$ cat config.mk
export PLATFORM = sky130hd
export DESIGN_NAME = current_temp_limit_monitor
export DESIGN_NICKNAME = d
export VERILOG_FILES = /design/src/logic/limit_monitor_pkg.sv /design/src/logic/linear_to_fixed.sv /design/src/logic/current_temp_limit_monitor.sv
export SDC_FILE = /design/constraint.sdc
export NUM_CORES = 1
export LEC_CHECK = 0
export BUFFER_PORTS_ARGS = -buffer_cell sky130_fd_sc_hd__buf_2
export CAP_MARGIN = 10
export CORE_MARGIN = 2
export CORE_UTILIZATION = 60
export CTS_BUF_LIST = sky130_fd_sc_hd__clkbuf_8 sky130_fd_sc_hd__clkbuf_16
export CTS_CLUSTER_SIZE = 8
export DETAILED_ROUTE_END_ITERATION = 6
export HOLD_SLACK_MARGIN = 0.05
export PLACE_DENSITY = 0.92
export SYNTH_ARGS = -nofsm -noshare
export SYNTH_HDL_FRONTEND = slang
export SYNTH_SLANG_ARGS = --single-unit
$ cat constraint.sdc
create_clock -name core_clk -period 7.9 [get_ports core_clk]
set_input_delay 1.58 -clock core_clk [delete_from_list [all_inputs] [get_ports core_clk]]
set_output_delay 1.58 -clock core_clk [all_outputs]
set_load 0.1 [all_outputs]
$ cat src/logic/limit_monitor_pkg.sv
/*
  Shared constants and carriers for the current and temperature limit monitor:
  command codes, status bit positions, reset values and linear-format layout.
  Assumes a command engine that decodes host transactions into cmd_req_t words.
*/
package limit_monitor_pkg;

  // Command codes
  localparam logic [7:0] CMD_CLEAR_FAULTS      = 8'h03;
  localparam logic [7:0] CMD_IOUT_WARN_LIMIT   = 8'h4A;
  localparam logic [7:0] CMD_TEMP_FAULT_LIMIT  = 8'h4F;
  localparam logic [7:0] CMD_TEMP_FAULT_ACTION = 8'h50;
  localparam logic [7:0] CMD_STATUS_BYTE       = 8'h78;
  localparam logic [7:0] CMD_STATUS_WORD       = 8'h79;
  localparam logic [7:0] CMD_STATUS_IOUT       = 8'h7B;
  localparam logic [7:0] CMD_STATUS_TEMP       = 8'h7D;

  // Reset and fixed values
  localparam logic [15:0] TEMP_LIMIT_RESET  = 16'h007D;
  localparam logic [7:0]  TEMP_ACTION_VALUE = 8'hF8;

  // Linear format layout
  localparam int          EXP_MSB    = 15;
  localparam int          EXP_LSB    = 11;
  localparam int          MANT_MSB   = 10;
  localparam int          MANT_LSB   = 0;
  localparam int          MANT_WIDTH = 11;
  localparam int          FRAC_BITS  = 16;
  localparam int          FIXED_WIDTH = 48;
  localparam logic [4:0]  EXP_BIAS   = 5'h10;

  // Restart hysteresis in degrees Celsius
  localparam int HYST_DEGREES = 15;
  localparam logic signed [FIXED_WIDTH-1:0] HYST_FIXED =
    FIXED_WIDTH'(HYST_DEGREES) <<< FRAC_BITS;

  // Status bit positions
  localparam int SB_OTHER_BIT   = 0;
  localparam int SB_TEMP_BIT    = 2;
  localparam int SW_IOUT_BIT    = 14;
  localparam int SI_WARN_BIT    = 5;
  localparam int ST_FAULT_BIT   = 7;

  typedef struct packed {
    logic        valid;
    logic        write;
    logic [7:0]  code;
    logic [15:0] wdata;
  } cmd_req_t;

  typedef struct packed {
    logic        valid;
    logic [15:0] value;
  } telemetry_t;

endpackage : limit_monitor_pkg

$ cat src/logic/linear_to_fixed.sv
/*
  Converts one linear-format word into a signed fixed-point value with
  FRAC_BITS fraction bits, exact for every exponent from -16 to 15.
  Purely combinational; the caller registers what it needs.
*/
`timescale 1ns/1ps
module linear_to_fixed
  import limit_monitor_pkg::*;
(
  input  wire logic [15:0]                    linear_value,
  output logic signed [FIXED_WIDTH-1:0]       fixed_value
);

  logic [4:0]            shift;
  logic [MANT_WIDTH-1:0] mant;

  // Exponent plus sixteen, modulo thirty-two
  assign shift = linear_value[EXP_MSB:EXP_LSB] ^ EXP_BIAS;
  assign mant  = linear_value[MANT_MSB:MANT_LSB];
  assign fixed_value =
    {{(FIXED_WIDTH-MANT_WIDTH){mant[MANT_WIDTH-1]}}, mant} <<< shift;

endmodule : linear_to_fixed

$ cat src/logic/current_temp_limit_monitor.sv
/*
  Limit registers, sticky status bits, alert and fault pins, and the
  over-temperature shutdown with restart hysteresis.
  Assumes commands, telemetry and the current default all come from logic
  on core_clk; ce low freezes every state element, but reset still acts while ce is low.
*/
`timescale 1ns/1ps
module current_temp_limit_monitor
  import limit_monitor_pkg::*;
(
  input  wire logic        core_clk,
  input  wire logic        reset,
  input  wire logic        ce,
  input  wire cmd_req_t    cmd,
  output logic [15:0]      cmd_rdata,
  output logic             cmd_rvalid,
  input  wire telemetry_t  iout_tel,
  input  wire telemetry_t  temp_tel,
  input  wire logic [15:0] max_current_setting,
  output logic             alert_output_pin,
  output logic             regulator_fault_pin,
  output logic             output_enable
);

  logic [15:0] output_current_warn_threshold;
  logic [15:0] temperature_fault_threshold;
  logic        default_pending;
  logic        iout_warn;
  logic        temp_fault;

  logic [15:0] linear_in [4];
  logic signed [FIXED_WIDTH-1:0] fixed_out [4];

  assign linear_in[0] = iout_tel.value;
  assign linear_in[1] = output_current_warn_threshold;
  assign linear_in[2] = temp_tel.value;
  assign linear_in[3] = temperature_fault_threshold;

  for (genvar g = 0; g < 4; g++) begin : g_conv
    linear_to_fixed u_conv (
      .linear_value (linear_in[g]),
      .fixed_value  (fixed_out[g])
    );
  end

  logic wr_en;
  logic rd_en;
  logic clear_cmd;
  logic warn_set;
  logic temp_set;
  logic restart_ok;
  logic next_iout_warn;
  logic next_temp_fault;

  assign wr_en     = cmd.valid && cmd.write;
  assign rd_en     = cmd.valid && !cmd.write;
  assign clear_cmd = wr_en && (cmd.code == CMD_CLEAR_FAULTS);

  assign warn_set   = iout_tel.valid && (fixed_out[0] > fixed_out[1]);
  assign temp_set   = temp_tel.valid && (fixed_out[2] > fixed_out[3]);
  assign restart_ok = temp_tel.valid && (fixed_out[2] <= fixed_out[3] - HYST_FIXED);

  assign next_iout_warn  = warn_set || (iout_warn && !clear_cmd);
  assign next_temp_fault = temp_set || (temp_fault && !clear_cmd);

  // warning threshold write, default from current setting
  always_ff @(posedge core_clk) begin
    if (reset) begin
      output_current_warn_threshold <= 16'h0000;
      default_pending               <= 1'b1;
    end else if (ce) begin
      default_pending <= 1'b0;
      if (wr_en && cmd.code == CMD_IOUT_WARN_LIMIT) begin
        output_current_warn_threshold <= cmd.wdata;
      end else if (default_pending) begin
        output_current_warn_threshold <= max_current_setting;
      end
    end
  end

  always_ff @(posedge core_clk) begin
    if (reset) begin
      temperature_fault_threshold <= TEMP_LIMIT_RESET;
    end else if (ce && wr_en && cmd.code == CMD_TEMP_FAULT_LIMIT) begin
      temperature_fault_threshold <= cmd.wdata;
    end
  end

  always_ff @(posedge core_clk) begin
    if (reset) begin
      iout_warn        <= 1'b0;
      temp_fault       <= 1'b0;
      alert_output_pin <= 1'b0;
    end else if (ce) begin
      iout_warn        <= next_iout_warn;
      temp_fault       <= next_temp_fault;
      alert_output_pin <= next_iout_warn || next_temp_fault;
    end
  end

  always_ff @(posedge core_clk) begin
    if (reset) begin
      regulator_fault_pin <= 1'b0;
    end else if (ce) begin
      regulator_fault_pin <= next_temp_fault;
    end
  end

  always_ff @(posedge core_clk) begin
    if (reset) begin
      output_enable <= 1'b1;
    end else if (ce) begin
      if (temp_set) begin
        output_enable <= 1'b0;
      end else if (!output_enable && restart_ok) begin
        output_enable <= 1'b1;
      end
    end
  end

  logic [7:0] status_byte;
  assign status_byte = 8'((iout_warn  ? 1 << SB_OTHER_BIT : 0)
                        | (temp_fault ? 1 << SB_TEMP_BIT  : 0));

  // Read port, one cycle latency
  always_ff @(posedge core_clk) begin
    if (reset) begin
      cmd_rdata  <= 16'h0000;
      cmd_rvalid <= 1'b0;
    end else if (ce) begin
      cmd_rvalid <= rd_en;
      if (rd_en) begin
        case (cmd.code)
          CMD_IOUT_WARN_LIMIT:   cmd_rdata <= output_current_warn_threshold;
          CMD_TEMP_FAULT_LIMIT:  cmd_rdata <= temperature_fault_threshold;
          CMD_TEMP_FAULT_ACTION: cmd_rdata <= {8'h00, TEMP_ACTION_VALUE};
          CMD_STATUS_BYTE:       cmd_rdata <= {8'h00, status_byte};
          CMD_STATUS_WORD:       cmd_rdata <= 16'({8'h00, status_byte}
                                          | (iout_warn ? 1 << SW_IOUT_BIT : 0));
          CMD_STATUS_IOUT:       cmd_rdata <= 16'(iout_warn ? 1 << SI_WARN_BIT : 0);
          CMD_STATUS_TEMP:       cmd_rdata <= 16'(temp_fault ? 1 << ST_FAULT_BIT : 0);
          default:               cmd_rdata <= 16'h0000;
        endcase
      end
    end
  end
endmodule : current_temp_limit_monitor

# --- Yosys cells after proc, flatten, opt, wreduce, memory -nomap -nowiden ---
# Index checks and enable logic that the tools add are counted.
# Widths: inputs -> output; s select.
word_totals:
  reg_bits: 54
  input_bits: 79
  out_inout_bits: 20
  wordCells: 64
classes:
  addsub: 1
  order_cmp: 3
  eq_ne: 8
  shift: 4
  muxes: 10
  bitwise_logic: 6
  n_reduce_logical: 23
ops:
  columns: ["op", "count"]
  rows:
  - ["$sshl 48x5->48", 4]
  - ["$pmux 16 s7", 1]
  - ["$gt 48x48->1", 2]
  - ["$eq 8x7->1 const B", 7]
  - ["$le 48x48->1", 1]
  - ["$sub 48x21->48 const B", 1]
  - ["$mux 16", 2]
  - ["$mux 15", 1]
  - ["$or 3x15->15", 1]
  - ["$logic_and 1x1->1", 12]
  - ["$eq 8x2->1 const B", 1]
  - ["$mux 8", 1]
  - ["$mux 6", 1]
  - ["$reduce_and 2->1", 3]
  - ["$not 1->1", 4]
  - ["$reduce_bool 2->1", 2]
  - ["$logic_not 1->1", 3]
  - ["$logic_or 1x1->1", 3]
  - ["$mux 1", 3]
  - ["$mux 3", 1]
  - ["$or 1x3->3", 1]

# --- Longest topological paths before layout ---
# Gate-level depths: netlist of run 1.
depth:
  word_depth: 8
  mapped_depth: 23
  depth_no_buf: 20

# --- By module ---
# Synthesis of run 1 repeated with hierarchy kept, for this count alone.
unflattened:
  cells_unflattened: 1410
  hier_area_um2: 10528.8
by_module_without_submodules:
  columns: ["module", "n_inst", "cells_each", "area_each_um2", "seq_area_each_um2"]
  rows:
  - ["current_temp_limit_monitor", 1, 770, 6019.5, 1081.0]
  - ["linear_to_fixed", 4, 160, 1127.3, 0.0]

# --- Least setup slack after synthesis of run 1 ---
# OpenSTA, ideal clock, no wires.
synth_path:
  kind: "input to register"
  startpoint: "input port temp_tel[12] (netlist name)"
  endpoint: "register output_enable"
  setup_time_ns: 0.106
  t_arrival_ns: 4.719
  required_time_ns: 7.794
  path_slack_ns: 3.076
  cell_stages: 15
  n_path_buf: 2
  path_cell_list: "clkbuf_1 > clkbuf_1 > nor2_1 > o31ai_1 > mux2i_1 > a21o_1 > o21ai_0 > ha_1 > and4_1 > nand4_1 > or2_2 > o22ai_1 > a2111oi_0 > nor2_1 > o311ai_0"
synth_via:
  elab_chain_cells: 6
  elab_cells_between_ends: 9
  classes_between: "order compare: 2; shift: 1; mux: 1; reduce/logical: 5"
synth_rtl:
  columns: ["element", "line", "text"]
  rows:
  - ["start, declared", "current_temp_limit_monitor.sv:18", "input wire telemetry_t temp_tel,"]
  - ["$sshl 48x5->48 *", "linear_to_fixed.sv:21", "{{(FIXED_WIDTH-MANT_WIDTH){mant[MANT_WIDTH-1]}}, mant} <<< shift;"]
  - ["$le 48x48->1", "current_temp_limit_monitor.sv:61", "assign restart_ok = temp_tel.valid && (fixed_out[2] <= fixed_out[3] - HYST_FIXED);"]
  - ["$logic_and 1x1->1", "current_temp_limit_monitor.sv:61", null]
  - ["$logic_and 1x1->1", "current_temp_limit_monitor.sv:115", "end else if (!output_enable && restart_ok) begin"]
  - ["$reduce_bool 2->1 (no line)", null, null]
  - ["$reduce_and 2->1 (no line)", null, null]
  - ["end signal, assigned", "current_temp_limit_monitor.sv:111", "output_enable <= 1'b1;"]
  - ["end signal, assigned", "current_temp_limit_monitor.sv:114", "output_enable <= 1'b0;"]
  - ["end signal, assigned", "current_temp_limit_monitor.sv:116", "output_enable <= 1'b1;"]
  - ["end, declared", "current_temp_limit_monitor.sv:22", "output logic output_enable"]
# Mark *: on every way between the ends. The rest lies on a longest branch, timed or not.
# A chain may end at the register's enable or synchronous reset.

# --- Final worst setup path of run 1 ---
layout_path:
  startpoint: "register temperature_fault_threshold[13]"
  endpoint: "register output_enable"
layout_via:
  elab_chain_cells: 7
  elab_cells_between_ends: 10
  classes_between: "add/sub: 1; order compare: 2; shift: 1; mux: 1; reduce/logical: 5"
layout_rtl:
  columns: ["element", "line", "text"]
  rows:
  - ["start, declared", "current_temp_limit_monitor.sv:26", "logic [15:0] temperature_fault_threshold;"]
  - ["start signal, assigned", "current_temp_limit_monitor.sv:85", "temperature_fault_threshold <= cmd.wdata;"]
  - ["$sshl 48x5->48 *", "linear_to_fixed.sv:21", null]
  - ["$sub 48x21->48", "current_temp_limit_monitor.sv:61", null]
  - ["$le 48x48->1", "current_temp_limit_monitor.sv:61", null]
  - ["$logic_and 1x1->1", "current_temp_limit_monitor.sv:61", null]
  - ["$logic_and 1x1->1", "current_temp_limit_monitor.sv:115", null]
  - ["$reduce_bool 2->1 (no line)", null, null]
  - ["$reduce_and 2->1 (no line)", null, null]
# Marks and branches as above.

==> impl_metrics.tcl, run 1 <==
set metrics [dict create \
    synthXorXnorAreaFrac_pct 1.89 \
    ys_ff_latch 54 \
    fin_crit_ps 5740 \
    htree_levels 2 \
    crit_chain "buf_4, mux4_2, mux2_2, o221ai_1, inv_1, ha_1, nand2_1, o32a_1, and2_1, nand3_4, nor4_4, a21oi_1, ha_1, nand4_1, nor4_1, nand2_1, o211ai_1, mux2_2, o311ai_0" \
    drc 0 \
    nets 1566 \
    finalSetupTns_ps 0 \
    yosys.cell_count.top_type "nand2_1" \
    cp.required_ps 8100 \
    tightest_slew_ps 1130 \
    area_growth_pct 6.31 \
    instances_no_fill 1587 \
    rr_startpoint "temperature_fault_threshold[13]" \
    end_kind "flip-flop" \
    synth_top_area_share_pct 15.1 \
    gp_congestion 1.06 \
    die_h_um 131 \
    antenna_found_initial 0 \
    dr.pass1.iters 7 \
    synth_area_leader_cell "ha_1" \
    wire_per_inst_um 18.7 \
    startpoint "temperature_fault_threshold[13]" \
    cts_sinks 54 \
    grt_pass1_wl_um 47700 \
    syn_inst 1344 \
    status "complete, no violations" \
    grt_max_degree 46 \
    path_buf_inv 2 \
    die_w_um 131 \
    p_per_area_mw_per_mm2 95.6 \
    reg2reg_to "output_enable" \
    period_share_pct 72.6 \
    utilization_pct 65.0 \
    rsz0062_at_grt "false" \
    vias_per_cell 6.66 \
    numCtsBuffers 5 \
    regArea_mm2 0.00108 \
    cp_max_fo 25 \
    start_util_pct 61.2 \
    hold_path.class "flip-flop to flip-flop" \
    synth_top_cells_by_count "nand2_1 (157), nor2_1 (140), a21oi_1 (121), ha_1 (117), o21ai_0 (90)" \
    synthSimpleGateAreaFrac_pct 24.6 \
    ctsHoldBuffers 0 \
    path_clk_slew_ps 90 \
    num-fill-cells 1368 \
    synth_compound_area_share_pct 27.9 \
    crit_type "flip-flop to flip-flop" \
    ioPinCount 99 \
    fmax_ghz 0.174 \
    synthFlopType "dfxtp_1" \
    post_cts_resized 0 \
    arrival_ps 5940 \
    leakagePower_nw 4.36 \
    drt_iter0_drc 1543 \
    hold_viol_final 0 \
    drv_slew 0 \
    synth_edf_count 0 \
    routed_wl_um 29700 \
    fin_hold_ws_ps 472 \
    diodes 0 \
    cts_tree "yes" \
    multi_input_area_mm2 0.00810 \
    cp-start-kind "flip-flop" \
    fp.coreArea_mm2 0.0159 \
    netlist_area_mm2 0.00972 \
    drive_gt1_share_pct 12.9 \
    crit_path_end "output_enable" \
    num_vias 10600 \
    synthAdderAreaFrac_pct 15.1 \
    synth_nets 1540 \
    synth_area_per_cell_um2 7.23 \
    finalClockSkew_ps 17.6 \
    r2r_slack_ps 2160 \
    setup_violations 0 \
    dp_hpwl_um 23400 \
    cap_violations 0 \
    place_inst 1578 \
    cts.path.max_buffers 2 \
    synth_cell_types 91 \
    seq_area_frac_synth_pct 11.1 \
    ant_nets 0 \
    synthMuxAreaShare_pct 13.9 \
    die_area_mm2 0.0172 \
    ys_async_sr_fraction_pct 0 \
    yosysWarningCount 0 \
    portBuffers 98 \
    rows 46 \
    reg2reg_depth 19 \
    synth_top_family_by_area "compound AO/OA/AOI/OAI gates" \
    grt_pass1_vias 9475 \
    slowest_delay_ps 670 \
    grt_usage_pct 32.7 \
    overflow 0 \
    path_depth 19 \
    cts_setup_buffers 0 \
    cpMaxStageDelayCell "dfxtp_1" \
    crit_family "simple AND/OR/NAND/NOR gates" \
    clock-root-buffer "clkbuf_16" \
    clock_insertion_delay_worst_skew_ps 310 \
    synthTopCellsByArea "ha_1 (15%), dfxtp_1 (11%), mux2i_1 (8.8%)" \
    ir_worst_vdd_v 0.000106 \
    relSlewSlack_pct 24.5 \
]
## layout make-up
cell class | count | share of cell area (%)
clock buffers | 5 | 1.21
well taps | 216 | 2.62
multi-input cells | 1162 | 78.4
clock inverters | 3 | 0.279
flip-flops and latches | 54 | 10.5
inverters | 38 | 1.38
repair buffers | 109 | 5.62
## layer usage
metal  wire (um)  track usage [%]  vias up
li1            -                -     5041
met1       12400             44.6     4765
met2       13300             54.2      652
met3        2760             2.58      104
met4        1270             11.7        0
met5           0                0        -
## how the worst min path moves through the flow
stage	endpoint	slack [ps]	cells after the start	from
after floorplan	default_pending	440	2	default_pending
after global placement	temperature_fault_threshold[14]	440	2	temperature_fault_threshold[14]
after detailed placement	temperature_fault_threshold[14]	470	2	temperature_fault_threshold[14]
after CTS	temperature_fault_threshold[14]	470	2	temperature_fault_threshold[14]
after global routing	temperature_fault_threshold[14]	500	2	temperature_fault_threshold[14]
final	temperature_fault_threshold[14]	470	2	temperature_fault_threshold[14]
## power breakdown
part           internal (mW)  switching, mW
clock                  0.121          0.113
sequential             0.281         0.0207
combinational          0.177          0.275
## sequential cells by signal (all words and copies together) (netlist names)
register / count
cmd_rdata: 16
regulator_fault_pin: 1
default_pending: 1
output_enable: 1
iout_warn: 1
alert_output_pin: 1
temperature_fault_threshold: 16
output_current_warn_threshold: 16
cmd_rvalid: 1
## cell usage in the layout (no fill, tap or decap), types with 7 or more instances in the layout
master	n
mux4_2	10
o31ai_1	9
nand3_1	26
dfxtp_1	54
nand4_1	31
nand3b_1	10
buf_2	98
nor2_1	140
o22ai_1	12
a31oi_1	10
buf_4	10
mux2i_1	85
o211ai_1	13
xnor2_1	15
o21a_1	9
nand2_1	157
a21o_1	30
a211oi_1	30
nor2b_1	22
nand2b_1	17
a21oi_1	120
a22oi_1	23
nor3_1	13
a21boi_0	15
inv_1	37
or3_1	7
ha_1	117
o21ai_0	90
and2_1	16
mux2_2	24
## per-stage QoR
step                      setup WS, ps  power (mW)  cell area [um^2]
after floorplan                   3080       0.624              9720
after global placement            2470       0.728             10200
after detailed placement          2290       0.743             10200
after CTS                         2270       0.973             10300
after global routing              1710        1.05             10300
final                             2160       0.988             10300
## worst reg2reg max path, cell delays in order, from the launching register on
cell	delay [ps]
dfxtp_1	670
buf_4	370
mux4_2	380
mux2_2	350
o221ai_1	320
inv_1	140
ha_1	250
nand2_1	80
o32a_1	190
and2_1	310
nand3_4	150
nor4_4	400
a21oi_1	120
ha_1	310
nand4_1	110
nor4_1	530
nand2_1	110
o211ai_1	210
mux2_2	350
o311ai_0	280
## cell families after synthesis
family	Yosys count
AO/OA/AOI/OAI	417
XOR/XNOR	21
adder cells (fa/ha/maj)	117
buffers and inverters	128
flip-flops	54
multiplexers	119
AND/OR/NAND/NOR	488
(Power assumes the default switching activity.)
==> inputs of run 2 (changes only) <==
Settings changed: CORE_UTILIZATION 60 to 56, PLACE_DENSITY 0.92 to 0.9.
Clock period 7.9 ns to 5.01 ns, I/O delays scaled along.
==> impl_metrics.tcl, run 2 (synthesized netlist as in run 1, its figures left out) <==
set metrics [dict create \
    power_mw 1.59 \
    arrival_ps 5030 \
    overflow 0 \
    fp.coreArea_mm2 0.0171 \
    num-fill-cells 1498 \
    relSlewSlack_pct 43.8 \
    htree_levels 2 \
    utilization_pct 62.1 \
    reg_top3 "cmd_rdata: 16 flops, output_current_warn_threshold: 16 flops, temperature_fault_threshold: 16 flops" \
    status "complete, no violations" \
    hold_path.class "flip-flop to flip-flop" \
    antenna_found_initial 1 \
    dp_hpwl_um 24200 \
    grt_usage_pct 31.9 \
    tightest_slew_ps 843 \
    swShare_pct 39.8 \
    finalSetupTns_ps 0 \
    drt_iter0_drc 1304 \
    numCtsBuffers 5 \
    cp_max_fo 25 \
    cap_violations 0 \
    design_area_mm2 0.0106 \
    leakagePower_nw 4.53 \
    pwr-share-clk_pct 25.0 \
    pwr-share-comb_pct 45.3 \
    ant_nets 0 \
    final.setup.worst_slack_ps 180 \
    path_clk_slew_ps 70 \
    cp.required_ps 5210 \
    wire_per_inst_um 18.5 \
    rows 48 \
    gp_congestion 1.03 \
    clock_insertion_delay_worst_skew_ps 300 \
    pwr-share-seq_pct 29.7 \
    placed_area_mm2 0.0104 \
    ioPinCount 99 \
    grt_pass1_wl_um 48000 \
    setup_violations 0 \
    drv_slew 0 \
    num_vias 10800 \
    p_int_mw 0.960 \
    die_h_um 136 \
    cp-start-kind "flip-flop" \
    fin_hold_ws_ps 466 \
    post-place-ws_ps -142 \
    ctsHoldBuffers 0 \
    crit_type "flip-flop to flip-flop" \
    start_util_pct 56.8 \
    instances_no_fill 1626 \
    area_growth_pct 9.45 \
    reg2reg_depth 17 \
    cts.path.max_buffers 2 \
    cts_sinks 54 \
    regArea_mm2 0.00108 \
    portBuffers 98 \
    ir_worst_vdd_v 0.000180 \
    routed_wl_um 30000 \
    cts_setup_buffers 0 \
    finalClockSkew_ps 7.26 \
    place_inst 1617 \
    hold_viol_final 0 \
    period_share_pct 96.4 \
    end_kind "flip-flop" \
    p_sw_mw 0.634 \
    fin_crit_ps 4830 \
    die_w_um 136 \
    multi_input_area_mm2 0.00816 \
    die_area_mm2 0.0184 \
    vias_per_cell 6.62 \
    clock-root-buffer "clkbuf_16" \
    cts_tree "yes" \
    drive_gt1_share_pct 15.4 \
    grt_pass1_vias 9809 \
    fmax_ghz 0.207 \
    dr.pass1.iters 6 \
    p_per_area_mw_per_mm2 150 \
    most-common-layout-cells "nand2_1 (157), nor2_1 (140), a21oi_1 (120)" \
    grt_max_degree 46 \
    layout_commonest_cell "nand2_1" \
    nets 1595 \
    holdPathStages 2 \
    drc 0 \
]
run 2: cell count changes in the layout (fill, tap and decap cells not counted), sizes merged:
cell,previous run,this run
bufinv,0,1
diode,0,1
clkinvlp,0,1
clkinv,3,1
buf,109,138
run 2: final timing paths:
kind	from	slack, ps	to
worst max-delay path	temperature_fault_threshold[12]	180	output_enable
worst min register to register	cmd_rvalid	470	cmd_rvalid
worst max register to register	temperature_fault_threshold[12]	180	output_enable
worst min-delay path	cmd_rvalid	470	cmd_rvalid
run 2: area by class of cell:
class | count | share of cell area [%]
clock buffer | 5 | 1.18
clock inverter | 3 | 0.388
antenna | 1 | 0.0235
timing repair buffer | 138 | 7.55
tap | 225 | 2.65
multi-input combinational | 1162 | 76.7
inverter | 38 | 1.34
sequential | 54 | 10.2
run 2: per-layer routing:
metal / wire (um) / vias up / GRT usage (%) / share of wire (%)
li1: - / 5097 / - / -
met1: 12200 / 4930 / 41.4 / 41
met2: 13800 / 641 / 53.7 / 46
met3: 2700 / 103 / 3.82 / 9.0
met4: 1270 / 0 / 12.5 / 4.2
met5: 0 / - / 0 / 0
run 2: power groups by stage:
stage / Sequential [mW] / Clock (mW) / Combinational [mW]
6_report: 0.473 / 0.398 / 0.722
5_1_grt: 0.474 / 0.414 / 0.803
4_1_cts: 0.471 / 0.398 / 0.704
3_5_place_dp: 0.481 / 0 / 0.700
3_3_place_gp: 0.480 / 0 / 0.674
2_1_floorplan: 0.480 / 0 / 0.505
run 2: critical path, cell delays in order, from the launching register on:
cell and delay, ps:
dfxtp_2 400, buf_12 190, mux4_2 540, or2_1 290, a31oi_1 220, o21ai_0 170
nor4_1 450, and4_2 410, nand2_1 90, xnor2_1 130, ha_1 330, nand4_1 170
nand2b_1 200, a311oi_1 320, a211oi_1 100, o211ai_1 120, mux2_2 350, o311ai_0 250
run 2: timing repair:
item,in CTS,in global routing
gates resized for setup,3,10
endpoints found under the setup margin,1,1
pin swaps,0,3
